File: src/pkg/crr_pkg.sv
package crr_pkg;
	localparam int RES_W = 18;
	localparam int BUS_W = 16;
	localparam int NUM_CH = 8;
	localparam int CH_W = 3;
	localparam int OVS_W = 3;
	// Parallel bus field layout
	localparam int FIRST_HI = 17;
	localparam int FIRST_LO = 2;
	localparam int SECOND_HI_POS = 15;
	localparam int SECOND_LO_POS = 14;
	localparam int SECOND_HI_SRC = 1;
	localparam int SECOND_LO_SRC = 0;
	localparam int SER_A_POS = 7;
	localparam int SER_B_POS = 8;
	localparam logic [RES_W-1:0] CODE_POS_FS = 18'h1FFFF;
	localparam logic [RES_W-1:0] CODE_NEG_FS = 18'h20000;
	localparam logic [RES_W-1:0] RESULT_RESET = 18'h00000;
	localparam logic [CH_W-1:0] CH_FIRST = 3'h0;
	localparam logic [CH_W-1:0] CH_LAST = 3'h7;
	typedef enum logic {CRR_PHASE_UPPER, CRR_PHASE_LOWER} crr_phase_t;
endpackage : crr_pkg

File: src/hdl/crr_readout.sv
// Notes on behaviour
// RQ1 - Three oversampling select inputs form a code, input 2 most significant.
// RQ2 - Bus line 15 carries bit 17 on first strobe, bit 1 on second.
// RQ3 - Bus line 14 carries bit 16 on first strobe, bit 0 on second.
// RQ4 - Lines 13..9 carry bits 15..11 first, zeros second.
// RQ5 - Line 8 carries bit 10 during first read in parallel mode.
// RQ6 - Line 7 carries bit 9 during first read in parallel mode.
// RQ7 - Lines 6..0 carry bits 8..2 first, zeros second.
// RQ8 - Parallel mode: bus driven only while chip select and read both low.
// RQ9 - Serial mode: lines 7 and 8 become serial outputs A and B.
// RQ10 - Serial mode: host ties unused parallel lines to ground.
// RQ11 - Results are two's complement, 0x1FFFF most positive, 0x20000 most negative.
// RQ12 - Host issues two read strobes per channel, upper sixteen bits first.
// RQ13 - Select low picks parallel, high picks serial with read as serial clock.
// RQ14 - After second strobe, next pair presents next channel, all eight in order.
`timescale 1ns/1ps
`default_nettype none
module crr_readout
(
	input wire logic clk,
	input wire logic reset,
	input wire logic [crr_pkg::OVS_W-1:0] ovs_ratio_sel,
	input wire logic interface_select,
	input wire logic cs_n,
	input wire logic rd_sclk_n,
	input wire logic result_load,
	input wire logic [crr_pkg::NUM_CH*crr_pkg::RES_W-1:0] result_in,
	output logic [crr_pkg::OVS_W-1:0] ovs_code,
	output logic [crr_pkg::BUS_W-1:0] bus_out,
	output logic [crr_pkg::BUS_W-1:0] bus_oe,
	output logic [crr_pkg::CH_W-1:0] channel_index
);
	import crr_pkg::*;

	logic [RES_W-1:0] result_reg [NUM_CH];
	logic [CH_W-1:0] ch_reg;
	crr_phase_t phase_reg;
	logic rd_prev_reg;
	logic cs_prev_reg;
	logic [RES_W-1:0] shift_a_reg;
	logic [RES_W-1:0] shift_b_reg;
	logic [BUS_W-1:0] bus_reg;
	logic [OVS_W-1:0] ovs_reg;
	logic par_mode;
	logic rd_fall;
	logic rd_rise;
	logic cs_fall;
	logic [RES_W-1:0] cur;

	// Map one result onto the 16-bit bus for a given strobe phase
	function automatic logic [BUS_W-1:0] pack_bus(input logic [RES_W-1:0] r,
		input crr_phase_t ph);
		logic [BUS_W-1:0] v;
		v = '0;
		if (ph == CRR_PHASE_UPPER)
			v = r[FIRST_HI:FIRST_LO]; // RQ2 RQ3 RQ4 RQ5 RQ6 RQ7
		else
		begin
			v[SECOND_HI_POS] = r[SECOND_HI_SRC]; // RQ2
			v[SECOND_LO_POS] = r[SECOND_LO_SRC]; // RQ3
		end
		return v;
	endfunction : pack_bus

	assign par_mode = ~interface_select; // RQ13
	assign rd_fall = rd_prev_reg & ~rd_sclk_n;
	assign rd_rise = ~rd_prev_reg & rd_sclk_n;
	assign cs_fall = cs_prev_reg & ~cs_n;
	assign cur = result_reg[ch_reg];
	assign channel_index = ch_reg;
	assign ovs_code = ovs_reg;

	// Declared ahead of its use so strict front ends resolve it
	function automatic logic ovs_sel_msb(input logic [OVS_W-1:0] s);
		return s[OVS_W-1];
	endfunction : ovs_sel_msb

	always_ff @(posedge clk)
	begin
		if (reset)
			ovs_reg <= '0;
		else
			ovs_reg <= {ovs_sel_msb(ovs_ratio_sel), ovs_ratio_sel[1:0]}; // RQ1
	end

	always_ff @(posedge clk)
	begin
		if (reset)
		begin
			rd_prev_reg <= 1'b1;
			cs_prev_reg <= 1'b1;
		end
		else
		begin
			rd_prev_reg <= rd_sclk_n;
			cs_prev_reg <= cs_n;
		end
	end

	// Results held as raw two's complement, no recoding
	always_ff @(posedge clk)
	begin
		if (reset)
		begin
			for (int i = 0; i < NUM_CH; i++)
				result_reg[i] <= RESULT_RESET;
		end
		else if (result_load)
		begin
			for (int i = 0; i < NUM_CH; i++)
				result_reg[i] <= result_in[i*RES_W +: RES_W]; // RQ11
		end
	end

	// Channel and phase sequencing
	always_ff @(posedge clk)
	begin
		if (reset || result_load)
		begin
			ch_reg <= CH_FIRST;
			phase_reg <= CRR_PHASE_UPPER;
		end
		else if (par_mode && !cs_n && rd_rise)
		begin
			if (phase_reg == CRR_PHASE_UPPER)
				phase_reg <= CRR_PHASE_LOWER; // RQ12
			else
			begin
				phase_reg <= CRR_PHASE_UPPER;
				ch_reg <= (ch_reg == CH_LAST) ? CH_FIRST : ch_reg + 3'h1; // RQ14
			end
		end
		else if (!par_mode && cs_fall)
			ch_reg <= CH_FIRST;
	end

	// Serial shifters: A shifts out only result_reg[0], B only result_reg[NUM_CH/2], MSB first, zero-filled
	always_ff @(posedge clk)
	begin
		if (reset)
		begin
			shift_a_reg <= '0;
			shift_b_reg <= '0;
		end
		else if (!par_mode && cs_fall)
		begin
			shift_a_reg <= result_reg[0];
			shift_b_reg <= result_reg[NUM_CH/2];
		end
		else if (!par_mode && !cs_n && rd_rise)
		begin
			shift_a_reg <= {shift_a_reg[RES_W-2:0], 1'b0};
			shift_b_reg <= {shift_b_reg[RES_W-2:0], 1'b0};
		end
	end

	// Registered data; captured on the read falling edge so it holds steady
	always_ff @(posedge clk)
	begin
		if (reset)
			bus_reg <= '0;
		else if (par_mode && rd_fall)
			bus_reg <= pack_bus(cur, phase_reg);
	end

	always_comb
	begin
		bus_out = '0;
		bus_oe = '0;
		if (par_mode)
		begin
			bus_out = bus_reg;
			if (!cs_n && !rd_sclk_n)
				bus_oe = '1; // RQ8
		end
		else
		begin
			// Other lines left undriven; board grounds them
			bus_out[SER_A_POS] = shift_a_reg[RES_W-1]; // RQ9
			bus_out[SER_B_POS] = shift_b_reg[RES_W-1]; // RQ9
			if (!cs_n)
			begin
				bus_oe[SER_A_POS] = 1'b1;
				bus_oe[SER_B_POS] = 1'b1;
			end
		end
	end

	property p_oe_par;
		@(posedge clk) disable iff (reset)
		par_mode && (cs_n || rd_sclk_n) |-> bus_oe == '0;
	endproperty
	a_oe_par: assert property (p_oe_par) else $error("bus driven outside read"); // RQ8

	property p_first_map;
		@(posedge clk) disable iff (reset)
		par_mode && rd_fall && phase_reg == CRR_PHASE_UPPER && !result_load
		|=> bus_out == $past(cur[FIRST_HI:FIRST_LO]);
	endproperty
	a_first_map: assert property (p_first_map) else $error("first read map wrong"); // RQ2

	property p_second_zero;
		@(posedge clk) disable iff (reset)
		par_mode && rd_fall && phase_reg == CRR_PHASE_LOWER
		|=> bus_out[13:0] == 14'h0000;
	endproperty
	a_second_zero: assert property (p_second_zero) else $error("second read not zero"); // RQ4

	property p_second_bits;
		@(posedge clk) disable iff (reset)
		par_mode && rd_fall && phase_reg == CRR_PHASE_LOWER && !result_load
		|=> bus_out[15:14] == $past(cur[1:0]);
	endproperty
	a_second_bits: assert property (p_second_bits) else $error("second read bits wrong"); // RQ3

	property p_advance;
		@(posedge clk) disable iff (reset)
		par_mode && !cs_n && rd_rise && phase_reg == CRR_PHASE_LOWER && !result_load
		|=> ch_reg == $past(ch_reg) + 3'h1;
	endproperty
	a_advance: assert property (p_advance) else $error("channel did not advance"); // RQ14

	property p_hold_phase;
		@(posedge clk) disable iff (reset)
		par_mode && !cs_n && rd_rise && phase_reg == CRR_PHASE_UPPER && !result_load
		|=> phase_reg == CRR_PHASE_LOWER && $stable(ch_reg);
	endproperty
	a_hold_phase: assert property (p_hold_phase) else $error("phase step wrong"); // RQ12

	property p_serial_pins;
		@(posedge clk) disable iff (reset)
		!par_mode |-> bus_oe[6:0] == 7'h00 && bus_oe[15:9] == 7'h00
			&& bus_oe[SER_A_POS] == !cs_n;
	endproperty
	a_serial_pins: assert property (p_serial_pins) else $error("serial pins wrong"); // RQ9

	property p_ovs;
		@(posedge clk) disable iff (reset)
		1'b1 |=> ovs_code == $past(ovs_ratio_sel);
	endproperty
	a_ovs: assert property (p_ovs) else $error("oversampling code wrong"); // RQ1

	property p_oe_read;
		@(posedge clk) disable iff (reset)
		par_mode && !cs_n && !rd_sclk_n |-> bus_oe == '1;
	endproperty
	a_oe_read: assert property (p_oe_read) else $error("bus not driven in read"); // RQ8

	// Host may sample late in the strobe; data must not drift meanwhile
	property p_bus_hold;
		@(posedge clk) disable iff (reset)
		par_mode && !rd_fall
		|=> !par_mode || $stable(bus_out);
	endproperty
	a_bus_hold: assert property (p_bus_hold) else $error("bus data drifted"); // RQ2

	property p_no_cs_hold;
		@(posedge clk) disable iff (reset)
		par_mode && cs_n && !result_load
		|=> $stable(phase_reg) && $stable(ch_reg);
	endproperty
	a_no_cs_hold: assert property (p_no_cs_hold) else $error("step without select"); // RQ14

	property p_wrap;
		@(posedge clk) disable iff (reset)
		par_mode && !cs_n && rd_rise && phase_reg == CRR_PHASE_LOWER && ch_reg == CH_LAST
		&& !result_load |=> ch_reg == CH_FIRST;
	endproperty
	a_wrap: assert property (p_wrap) else $error("channel did not wrap"); // RQ14

	property p_load_restart;
		@(posedge clk) disable iff (reset)
		result_load
		|=> ch_reg == CH_FIRST && phase_reg == CRR_PHASE_UPPER;
	endproperty
	a_load_restart: assert property (p_load_restart) else $error("load did not restart"); // RQ14

	// Raw storage: any recoding would break the signed full-scale codes
	property p_result_raw;
		@(posedge clk) disable iff (reset)
		result_load
		|=> result_reg[0] == $past(result_in[RES_W-1:0]);
	endproperty
	a_result_raw: assert property (p_result_raw) else $error("result not stored raw"); // RQ11

	property p_ser_b;
		@(posedge clk) disable iff (reset)
		!par_mode |-> bus_oe[SER_B_POS] == !cs_n;
	endproperty
	a_ser_b: assert property (p_ser_b) else $error("serial B enable wrong"); // RQ9

	property p_ser_load;
		@(posedge clk) disable iff (reset)
		!par_mode && cs_fall
		|=> shift_a_reg == $past(result_reg[0]) && shift_b_reg == $past(result_reg[NUM_CH/2]);
	endproperty
	a_ser_load: assert property (p_ser_load) else $error("serial load wrong"); // RQ9

	property p_ser_shift;
		@(posedge clk) disable iff (reset)
		!par_mode && !cs_n && rd_rise && !cs_fall
		|=> shift_a_reg == {$past(shift_a_reg[RES_W-2:0]), 1'b0}
			&& shift_b_reg == {$past(shift_b_reg[RES_W-2:0]), 1'b0};
	endproperty
	a_ser_shift: assert property (p_ser_shift) else $error("serial shift wrong"); // RQ13

endmodule : crr_readout
`default_nettype wire

File: config.mk
export PLATFORM = sky130hd
export DESIGN_NAME = crr_readout
export DESIGN_NICKNAME = d
export VERILOG_FILES = /design/src/pkg/crr_pkg.sv /design/src/hdl/crr_readout.sv
export SDC_FILE = /design/constraint.sdc
export NUM_CORES = 1
export LEC_CHECK = 0
export BUFFER_PORTS_ARGS = -buffer_cell sky130_fd_sc_hd__buf_2
export CORE_UTILIZATION = 40
export DETAILED_ROUTE_END_ITERATION = 12
export PLACE_DENSITY = 0.68
export SLEW_MARGIN = 0
export SYNTH_ARGS = -nofsm -noshare
export SYNTH_HDL_FRONTEND = slang
export SYNTH_SLANG_ARGS = --single-unit
File: constraint.sdc
create_clock -name clk -period 19.7 [get_ports clk]
set_input_delay 4.925 -clock clk [delete_from_list [all_inputs] [get_ports clk]]
set_output_delay 4.925 -clock clk [all_outputs]
set_load 0.01 [all_outputs]
== Word-level counts from Yosys, hierarchy flattened ==
Memories as Yosys holds them, arrays and structs flattened. A register that Yosys moved wholly into a read port is not among the register bits.
Cells that the tools add are included.

* Register bits: 61
* Bits in writable memories: 144
* Memories: 1

{| class="wikitable"
|+ Memory list
! name !! depth !! bits a word !! read ports !! clocked after memory_dff !! wr ports !! line !! RTL
|-
| result_reg || 8 || 18 || 3 || 1 || 8 || crr_readout.sv:35 || <nowiki>logic [RES_W-1:0] result_reg [NUM_CH];</nowiki>
|}

* Add/subtract/negate cells: 1
* Equal/unequal tests: 2
* Mux-type cells: 34
* Bitwise operators: 15
* Reductions and logical operators: 13

{| class="wikitable"
|+ Operators by type and width
! kind !! number
|-
| 18-bit two-way mux || 12
|-
| 7-bit two-way mux || 4
|-
| 3-bit two-way mux || 6
|-
| 16-bit two-way mux || 1
|-
| 14-bit two-way mux || 1
|-
| 2-bit two-way mux || 4
|-
| 1-bit bitwise OR || 8
|-
| 1-bit logical AND || 7
|-
| 1-bit two-way mux || 6
|-
| 1-bit NOT || 4
|-
| 2-bit nonzero test || 2
|-
| 3-bit by 1-bit adder with 3-bit output (second input constant) || 1
|-
| 1-bit AND || 3
|-
| 3-bit equality test (second input constant) || 1
|-
| 1-bit logical NOT || 2
|-
| 2-bit != test (second input constant) || 1
|-
| 2-bit AND reduction || 1
|-
| 1-bit logical OR || 1
|}

== Logic depth before layout (Yosys ltp) ==
Gate-level depths: netlist (run 1).

* Depth after elaboration: 7
* Mapped depth: 6
* Mapped depth without buffers: 5

== Worst setup path before layout (run 1) ==
Ideal clock, no wire load.

* Kind: input -> output
* Start: input interface_select
* End: output bus_oe[10] (netlist bit)
* Data arrival time: 6.513 ns
* Setup slack: 8.262 ns
* Stages on the path: 4
* Path buffers: 3
* Cell sequence: buf_4 -> clkbuf_1 -> nor3_1 -> buf_4

* Longest elaborated chain between the ends: 1

{| class="wikitable"
|+ RTL lines
! what !! line !! RTL
|-
| start: declaration || crr_readout.sv:23 || <nowiki>input wire logic interface_select,</nowiki>
|-
| 7-bit two-way mux || crr_readout.sv:170 || <nowiki>if (par_mode)</nowiki>
|-
| end: declaration || crr_readout.sv:30 || <nowiki>output logic [crr_pkg::BUS_W-1:0] bus_oe,</nowiki>
|}

Every way passes these cells.

== Worst setup path after layout (run 1) ==
* Start: input interface_select
* End: output bus_oe[0] (netlist bit)

The elaborated chain is that of the path after synthesis.

==> results of run 1 <==
-- placed cells by master, fill, tap and decap left out, types with 3 or more instances in the layout --
cell | Yosys | final
edfxtp_1 | 144 | 144
nand3_1 | 5 | 5
buf_2 | 9 | 190
nor3_1 | 3 | 3
clkbuf_8 | 0 | 3
nor2_1 | 5 | 5
o221ai_2 | 4 | 4
clkbuf_1 | 28 | 9
nand2_1 | 51 | 51
and2_1 | 108 | 108
dfxtp_1 | 64 | 62
o21ai_0 | 16 | 16
o221ai_1 | 30 | 30
buf_4 | 23 | 9
clkinv_2 | 0 | 3
a21oi_1 | 41 | 41
mux4_2 | 36 | 36
clkbuf_16 | 0 | 23
nor2b_1 | 56 | 55
mux2i_1 | 18 | 18
-- critical path, cell delays in order --
cell and delay [ns]:
buf_2 0.29, nor3_1 0.86, buf_2 0.27
-- through the flow --
stage          cell area (um^2)  util [%]  hold slack (ns)  setup slack [ns]
2_1_floorplan              9016         -           0.4173             8.262
3_3_place_gp              10050     45.76           0.4280             8.399
3_5_place_dp              10050     45.76           0.4395             8.363
4_1_cts                   10740     48.92           0.4536             8.360
5_1_grt                   10740     48.92           0.4676             8.245
6_report                  10740     48.92           0.4452             8.422
-- power by group through the flow --
| stage | clock (mW) | combinational [mW] | sequential, mW |
|---|---|---|---|
| final | 0.396 | 0.0678 | 0.509 |
| after global routing | 0.421 | 0.0743 | 0.512 |
| after CTS | 0.403 | 0.0692 | 0.510 |
| after detailed placement | 0 | 0.0689 | 0.519 |
| after global placement | 0 | 0.0681 | 0.517 |
| after floorplan | 0 | 0.0413 | 0.515 |
-- routing by layer --
layer | vias to the layer above | wire (um)
li1 | 2736 | -
met3 | 30 | 1159
met1 | 2753 | 9137
met2 | 211 | 9769
met4 | 2 | 466
met5 | - | 13
-- worst min-delay path by stage --
| stage | slack [ns] | end | start | depth (start not counted) |
|---|---|---|---|---|
| floorplan | 0.42 | bus_reg[0] | bus_reg[0] | 2 |
| global placement | 0.43 | bus_reg[0] | bus_reg[0] | 2 |
| detailed placement | 0.44 | bus_reg[0] | bus_reg[0] | 2 |
| CTS | 0.45 | bus_reg[0] | bus_reg[0] | 2 |
| global route | 0.47 | shift_a_reg[11] | shift_a_reg[11] | 2 |
| finish | 0.45 | bus_reg[0] | bus_reg[0] | 2 |
-- kinds of logic (layout without fill, tap and decap cells) --
kind of cell	count (synthesis)	in the layout	synth area share [%]
DFF	208	208	62.17
and+or+nand+nor	235	235	14.97
xor gates and xnor gates	1	1	0.09716
adders and majority gates	2	2	0.2775
muxes	56	56	11.24
AOI/OAI and AO/OA	96	96	7.203
buffers and inverters	65	243	4.038
-- cell type report --
cell class	count	area (um^2)
Fill cell	1899	11220
Sequential cell	208	5608
Multi-Input combinational cell	390	3064
Timing Repair Buffer	199	1018
Clock buffer	35	650.6
Tap cell	280	350.3
Clock inverter	7	42.54
Inverter	2	7.507
==> flow_summary.toml, run 1 <==
[grt]
track_usage_pct = 17.74
grt.busiest_layer = "met2"
grt_use_met3_pct = 3.100
grt_pass1_wl_mm = 31.47
grt_max_degree = 109
grt_util_met2_pct = 29.41
grtUsageMet1_pct = 23.96
grt_antenna_before_repair = 1
grt_pass1_vias = 5500
grt_overflow_total = 0

[power]
irDropWorstVdd_mv = 0.05795
p_leak_nw = 4.091
clock_power_share_pct = 40.7
p_per_area_nw_per_um2 = 90.54
combPwrFrac_pct = 7.0
internal_power_mw = 0.7577
p_switching_mw = 0.2148
power_frac_seq_pct = 52.4
p_sw_share_pct = 22.09
total_power_mw = 0.9726

[route]
drt_drc_violations_left = 28
vias = 5732
drt-initial-drc-count = 315
drt_wl_total_mm = 20.55
avgRoutedWirePerCell_um = 18.33
drt-pass1-iter-count = 9
via_per_inst = 5.113
drtAntennaViolNets = 0

[cts]
ctsRootBufferMaster = "clkbuf_16"
hold_buffers = 0
cts_setup_buffers = 0
clock_sinks = 208
cts_tree = "done"
clk_pin_slew_worst_paths_ns = 0.06
cts_buffers = 23
ctsResizeCount = 0
clk-insertion-delay-late_ns = 0.50
cts_max_level = 1
cts_buffer_depth = 3

[synthesis]
ys_top_cells_by_count = "edfxtp_1 (144), and2_1 (108), dfxtp_1 (64), nor2b_1 (56), nand2_1 (51)"
syn_inst = 663
yosysUniqueCellTypes = 32
ys_ff_latch = 208
yosys.area.top_type = "edfxtp_1"
ys.flop_type = "edfxtp_1"
syn_nets = 818
yosys_warnings = 0
synth_top_area_share_pct = 47.96
synth_area_leaders = "edfxtp_1 (48%), dfxtp_1 (14%), mux4_2 (9.0%)"
async_flop_share_pct = 0
mappedNetlistArea_um2 = 9016
ys_seq_area_share_pct = 62.17
synth_most_common_cell = "edfxtp_1"
synth_edf_count = 144
synth.avg_cell_area_um2 = 13.60

[final_layout]
final_nets = 979
syn2layout_area_growth_pct = 19.14
instances_no_fill = 1121
largest_register_ffs = 144
drive_above_1_share_pct = 33.65
antenna_cells = 0

[floorplan]
die_area_um2 = 23150
core_um2 = 21960
rows = 54
die_height_um = 152.1
ios = 191
start_util_pct = 41.06
die_x_um = 152.1

[setup_path]
worstSetupStartpointType = "primary input"
crit_type = "in2out"
worstReg2RegStart = "cs_prev_reg"
reg2reg_depth = 5
worstSetupEndpoint = "bus_oe[0]"
crit_path_end_kind = "primary output"
required_ns = 14.78
startpoint = "interface_select"
r2r_end = "shift_b_reg[7]"
path_max_fanout = 22
r2r_slack_ns = 17.57
critPathArrivalTime_ns = 6.35

[timing]
clock_skew_ns = 0.01040
hold_viol = 0
slew_violations = 0
worstMarginPinSlew_ns = 1.132
setup_tns_ns = 0
period_share_pct = 57.25
relSlewSlack_pct = 24.52
clock.fmax_mhz = 88.67
fin_crit_ns = 11.28
rsz0062_at_grt = "false"
setup_violations = 0

[placement]
place_congestion = 0.7661
dpl.cell_count = 1079
post-dp-hpwl_mm = 13.23
io_buffers = 190

[outcome]
status = "finished with violations"
violations = "design-rule violations"

[job]
cap_violations = 0

[min_path]
hp-class = "reg2reg"
(Power assumes the default switching activity.)
==> inputs of run 2 (changes only) <==
clock period = 11.5 ns   (was 19.7 ns; I/O delays follow)
==> run 2 against run 1 <==
Compared with the run above: the flow still finishes with violations (design-rule violations); global-route usage barely moved; sequential share of layout area down 0.41 points; first-iteration DRC count decreased by 6.0%; worst setup slack got worse by 4.1 ns; critical path type unchanged; critical endpoint is now bus_oe[1]; clock skew shrank 0.0036 ns; clock power increased by 90%; combinational power grew 71%.
==> flow_summary.toml, run 2 (synthesis results as in run 1) <==
[outcome]
status = "finished with violations"
violations = "design-rule violations"

[power]
irDropWorstVdd_mv = 0.1018
p_per_area_nw_per_um2 = 160.9
p_leak_nw = 4.132

[cts]
cts_buffer_depth = 3
ctsRootBufferMaster = "clkbuf_16"
ctsResizeCount = 0
cts_setup_buffers = 0
clk_pin_slew_worst_paths_ns = 0.06
cts_max_level = 1
cts_buffers = 23
clk-insertion-delay-late_ns = 0.49
clock_sinks = 208
cts_tree = "done"
hold_buffers = 0

[grt]
track_usage_pct = 17.77
grt_pass1_wl_mm = 31.64
grt_pass1_vias = 5542
grt_overflow_total = 0
grt_max_degree = 109
grt_antenna_before_repair = 1

[final_layout]
drive_above_1_share_pct = 34.09
antenna_cells = 0
final_nets = 978
instances_no_fill = 1119
largest_register_ffs = 144
final_common_cell = "buf_2"
layout_common_cells = "buf_2 (190), edfxtp_1 (144), and2_1 (108)"
fin_area_um2 = 10830
post-route-util_pct = 49.30
syn2layout_area_growth_pct = 20.08

[timing]
worstMarginPinSlew_ns = 1.141
setup_tns_ns = 0
hold_viol = 0
rsz0062_at_grt = "false"
setup_violations = 0
relSlewSlack_pct = 23.94
period_share_pct = 62.48
clock_skew_ns = 0.006845
clock.fmax_mhz = 139.2
slew_violations = 0
fin_crit_ns = 7.186

[setup_path]
crit_chain = "buf_2, nor3_1, buf_2"
r2r_end = "bus_reg[15]"
crit_type = "in2out"
reg2reg_depth = 4
r2r_slack_ns = 9.25
required_ns = 8.63
max_stage_delay_ns = 0.87
critPathArrivalTime_ns = 4.31
path_common_cell = "buf_2"
cpMaxStageDelayCell = "nor3_1"
path_max_fanout = 22
crit_path_end_kind = "primary output"
worstSetupStartpointType = "primary input"

[placement]
dpl_cell_area_um2 = 10040
post-dp-hpwl_mm = 13.28
dpl.cell_count = 1078
place_congestion = 0.7605
io_buffers = 190

[route]
via_per_inst = 5.153
avgRoutedWirePerCell_um = 18.31
drt-pass1-iter-count = 8
drt_drc_violations_left = 28
drt-initial-drc-count = 296
drt_wl_total_mm = 20.49
drtAntennaViolNets = 0
vias = 5766

[floorplan]
die_area_um2 = 23150
start_util_pct = 41.06
die_height_um = 152.1
core_um2 = 21960
ios = 191
die_x_um = 152.1
rows = 54

[job]
cap_violations = 0

[min_path]
hp-class = "reg2reg"
holdPathEnd = "shift_b_reg[12]"
worstHoldPathCells = 2
hp-start = "shift_b_reg[12]"
## run 2: cell count changes in the layout (fill, tap and decap cells not counted), sizes merged
cell,delta
inv,-1
clkbuf,-5
bufinv,+4
clkinv,+1
buf,-1
## run 2: worst max-delay path by stage
stage	to	slack, ns	from
6_report	bus_oe[1]	4.31	interface_select
5_1_grt	bus_oe[6]	4.13	interface_select
4_1_cts	bus_oe[1]	4.25	interface_select
3_5_place_dp	bus_oe[1]	4.25	interface_select
3_3_place_gp	bus_oe[10]	4.30	interface_select
2_1_floorplan	result_reg[0][0]	3.80	reset
## run 2: metal layers
metal | vias to the layer above | wire length (um) | global-route usage (%)
li1 | 2731 | - | -
met1 | 2809 | 9414 | 24.56
met2 | 184 | 9610 | 28.62
met3 | 40 | 954 | 2.787
met4 | 2 | 503 | 6.074
met5 | - | 10 | 0
## run 2: final cells by class
class                      count  area, um^2
clock buffer                  30       621.8
clock inverter                11       163.9
fill                        1913       11130
inverter                       2       7.507
multi-input combinational    390        3064
sequential                   208        5608
tap                          280       350.3
timing repair buffer         198        1011
## run 2: report_power, final
part	switching, mW	leakage, nW	total, mW	internal [mW]
Clock	0.283	0.380	0.754	0.471
Combinational	0.0617	1.69	0.116	0.0542
Sequential	0.0190	2.06	0.872	0.853
Total	0.364	4.13	1.74	1.38
## run 2: stage by stage
| step | hold WS [ns] | total power, mW | setup slack [ns] |
|---|---|---|---|
| floorplan | 0.4173 | 0.9534 | 3.801 |
| global placement | 0.4260 | 1.003 | 4.297 |
| detailed placement | 0.4447 | 1.007 | 4.250 |
| CTS | 0.4534 | 1.762 | 4.249 |
| global route | 0.4684 | 1.807 | 4.127 |
| finish | 0.4515 | 1.742 | 4.314 |
## run 2: worst max-delay path, delay by kind of cell
family,cells,cell delay [ns]
AND/OR/NAND/NOR,1,0.87
buffers and inverters,2,0.56
==> inputs of run 3 (changes only) <==
clock period = 7.2 ns   (was 11.5 ns; I/O delays follow)
==> run 3 against run 2 <==
Compared with the run above: the flow still finishes with violations (design-rule violations); count of clock-buffer cells in the layout down 4; routed wire length up 0.97%; cell area is 0.52% higher; critical path type unchanged; critical endpoint is now bus_oe[0].
==> flow_summary.toml, run 3 (synthesis results as in run 1) <==
[setup_path]
critical_path_cell_count = 3
reg2reg_depth = 5
crit_chain = "buf_2, nor3_1, buf_2"
crit_path_end_kind = "primary output"
worstSetupStartpointType = "primary input"
max_stage_delay_ns = 0.84
cpMaxStageDelayCell = "nor3_1"
required_ns = 5.40
crit_family = "simple AND/OR/NAND/NOR gates"
crit_type = "in2out"
cp_num_buf_inv = 2
critPathArrivalTime_ns = 3.17
path_max_fanout = 22
path_common_cell = "buf_2"

[power]
p_sw_share_pct = 21.66
combPwrFrac_pct = 6.6
p_switching_mw = 0.6150
internal_power_mw = 2.225
power_frac_seq_pct = 49.0
p_per_area_nw_per_um2 = 260.9
clock_power_share_pct = 44.4
irDropWorstVdd_mv = 0.2099
p_leak_nw = 4.162
total_power_mw = 2.840

[floorplan]
start_util_pct = 41.06
die_area_um2 = 23150
rows = 54
die_height_um = 152.1
die_x_um = 152.1
core_um2 = 21960
ios = 191

[placement]
post-dp-hpwl_mm = 13.48
dpl.cell_count = 1079
io_buffers = 190
place_congestion = 0.7752
dpl_cell_area_um2 = 10060
pre_cts_ws_ns = 2.169

[grt]
grt_max_degree = 81
grt_overflow_total = 0
grt_pass1_wl_mm = 31.94
grt_pass1_vias = 5606
track_usage_pct = 17.98
grt_antenna_before_repair = 1

[timing]
slew_violations = 0
setup_tns_ns = 0
period_share_pct = 69.08
relSlewSlack_pct = 24.68
worstMarginPinSlew_ns = 1.126
fin_crit_ns = 4.974
clock_skew_ns = 0.01973
hold_slack_ns = 0.4506
setup_violations = 0
hold_viol = 0
rsz0062_at_grt = "false"
clock.fmax_mhz = 201.1
setup_ws_ns = 2.226

[min_path]
worstHoldPathCells = 2
hp-class = "reg2reg"

[final_layout]
post-route-util_pct = 49.56
drive_above_1_share_pct = 34.13
antenna_cells = 0
layout_common_cells = "buf_2 (190), edfxtp_1 (144), and2_1 (108)"
final_nets = 979
instances_no_fill = 1121
final_common_cell = "buf_2"
fin_area_um2 = 10880
syn2layout_area_growth_pct = 20.70
largest_register_ffs = 144

[cts]
cts_buffers = 23
ctsResizeCount = 0
cts_buffer_depth = 3
hold_buffers = 0
ctsRootBufferMaster = "clkbuf_16"
clock_sinks = 208
cts_tree = "done"
cts_setup_buffers = 0
cts_max_level = 1
clk_pin_slew_worst_paths_ns = 0.06
clk-insertion-delay-late_ns = 0.52

[outcome]
status = "finished with violations"
violations = "design-rule violations"

[route]
avgRoutedWirePerCell_um = 18.46
drt-initial-drc-count = 358
via_per_inst = 5.120
vias = 5740
drt_drc_violations_left = 28
drt_wl_total_mm = 20.69
drt-pass1-iter-count = 8
drtAntennaViolNets = 0

[job]
cap_violations = 0
[run 3: changes by cell type in the layout (fill, tap and decap cells not counted), sizes merged]
cell / before / now
clkbuf: 30 / 26
buf: 198 / 199
inv: 2 / 3
bufinv: 4 / 5
clkinvlp: 2 / 1
clkinv: 5 / 9
[run 3: worst paths after layout]
| path | slack, ns | start | endpoint |
|---|---|---|---|
| min | 0.45 | shift_b_reg[6] | shift_b_reg[6] |
| max | 2.23 | interface_select | bus_oe[0] |
| max reg2reg | 5.04 | cs_prev_reg | shift_a_reg[17] |
| min reg2reg | 0.45 | shift_b_reg[6] | shift_b_reg[6] |
[run 3: final cells by class]
cell class / count / area [um^2]
clock buffers: 26 / 586.8
clock inverters: 16 / 235.2
fillers: 1920 / 11080
inverters: 2 / 7.507
multi-input cells: 390 / 3064
flip-flops and latches: 208 / 5608
well taps: 280 / 350.3
repair buffers: 199 / 1031
[run 3: routing by layer]
metal,vias to the layer above,wire length (um),global-route usage [%],share of wire (%)
li1,2733,-,-,-
met1,2778,9396,24.62,45
met2,196,9601,29.32,46
met3,31,1209,3.100,5.8
met4,2,475,5.442,2.3
met5,-,8,0,0.039
[run 3: power groups by stage]
stage               sequential, mW  combinational (mW)  clock, mW
finish                        1.39               0.186       1.26
global route                  1.40               0.205       1.33
CTS                           1.39               0.191       1.29
detailed placement            1.42               0.190          0
global placement              1.42               0.187          0
floorplan                     1.41               0.113          0
[run 3: tightest hold or removal path, delay by kind of cell (launching register included)]
family / cells / cell delay, ns
DFF: 1 / 0.31
AOI/OAI and AO/OA: 1 / 0.05
and+or+nand+nor: 1 / 0.05
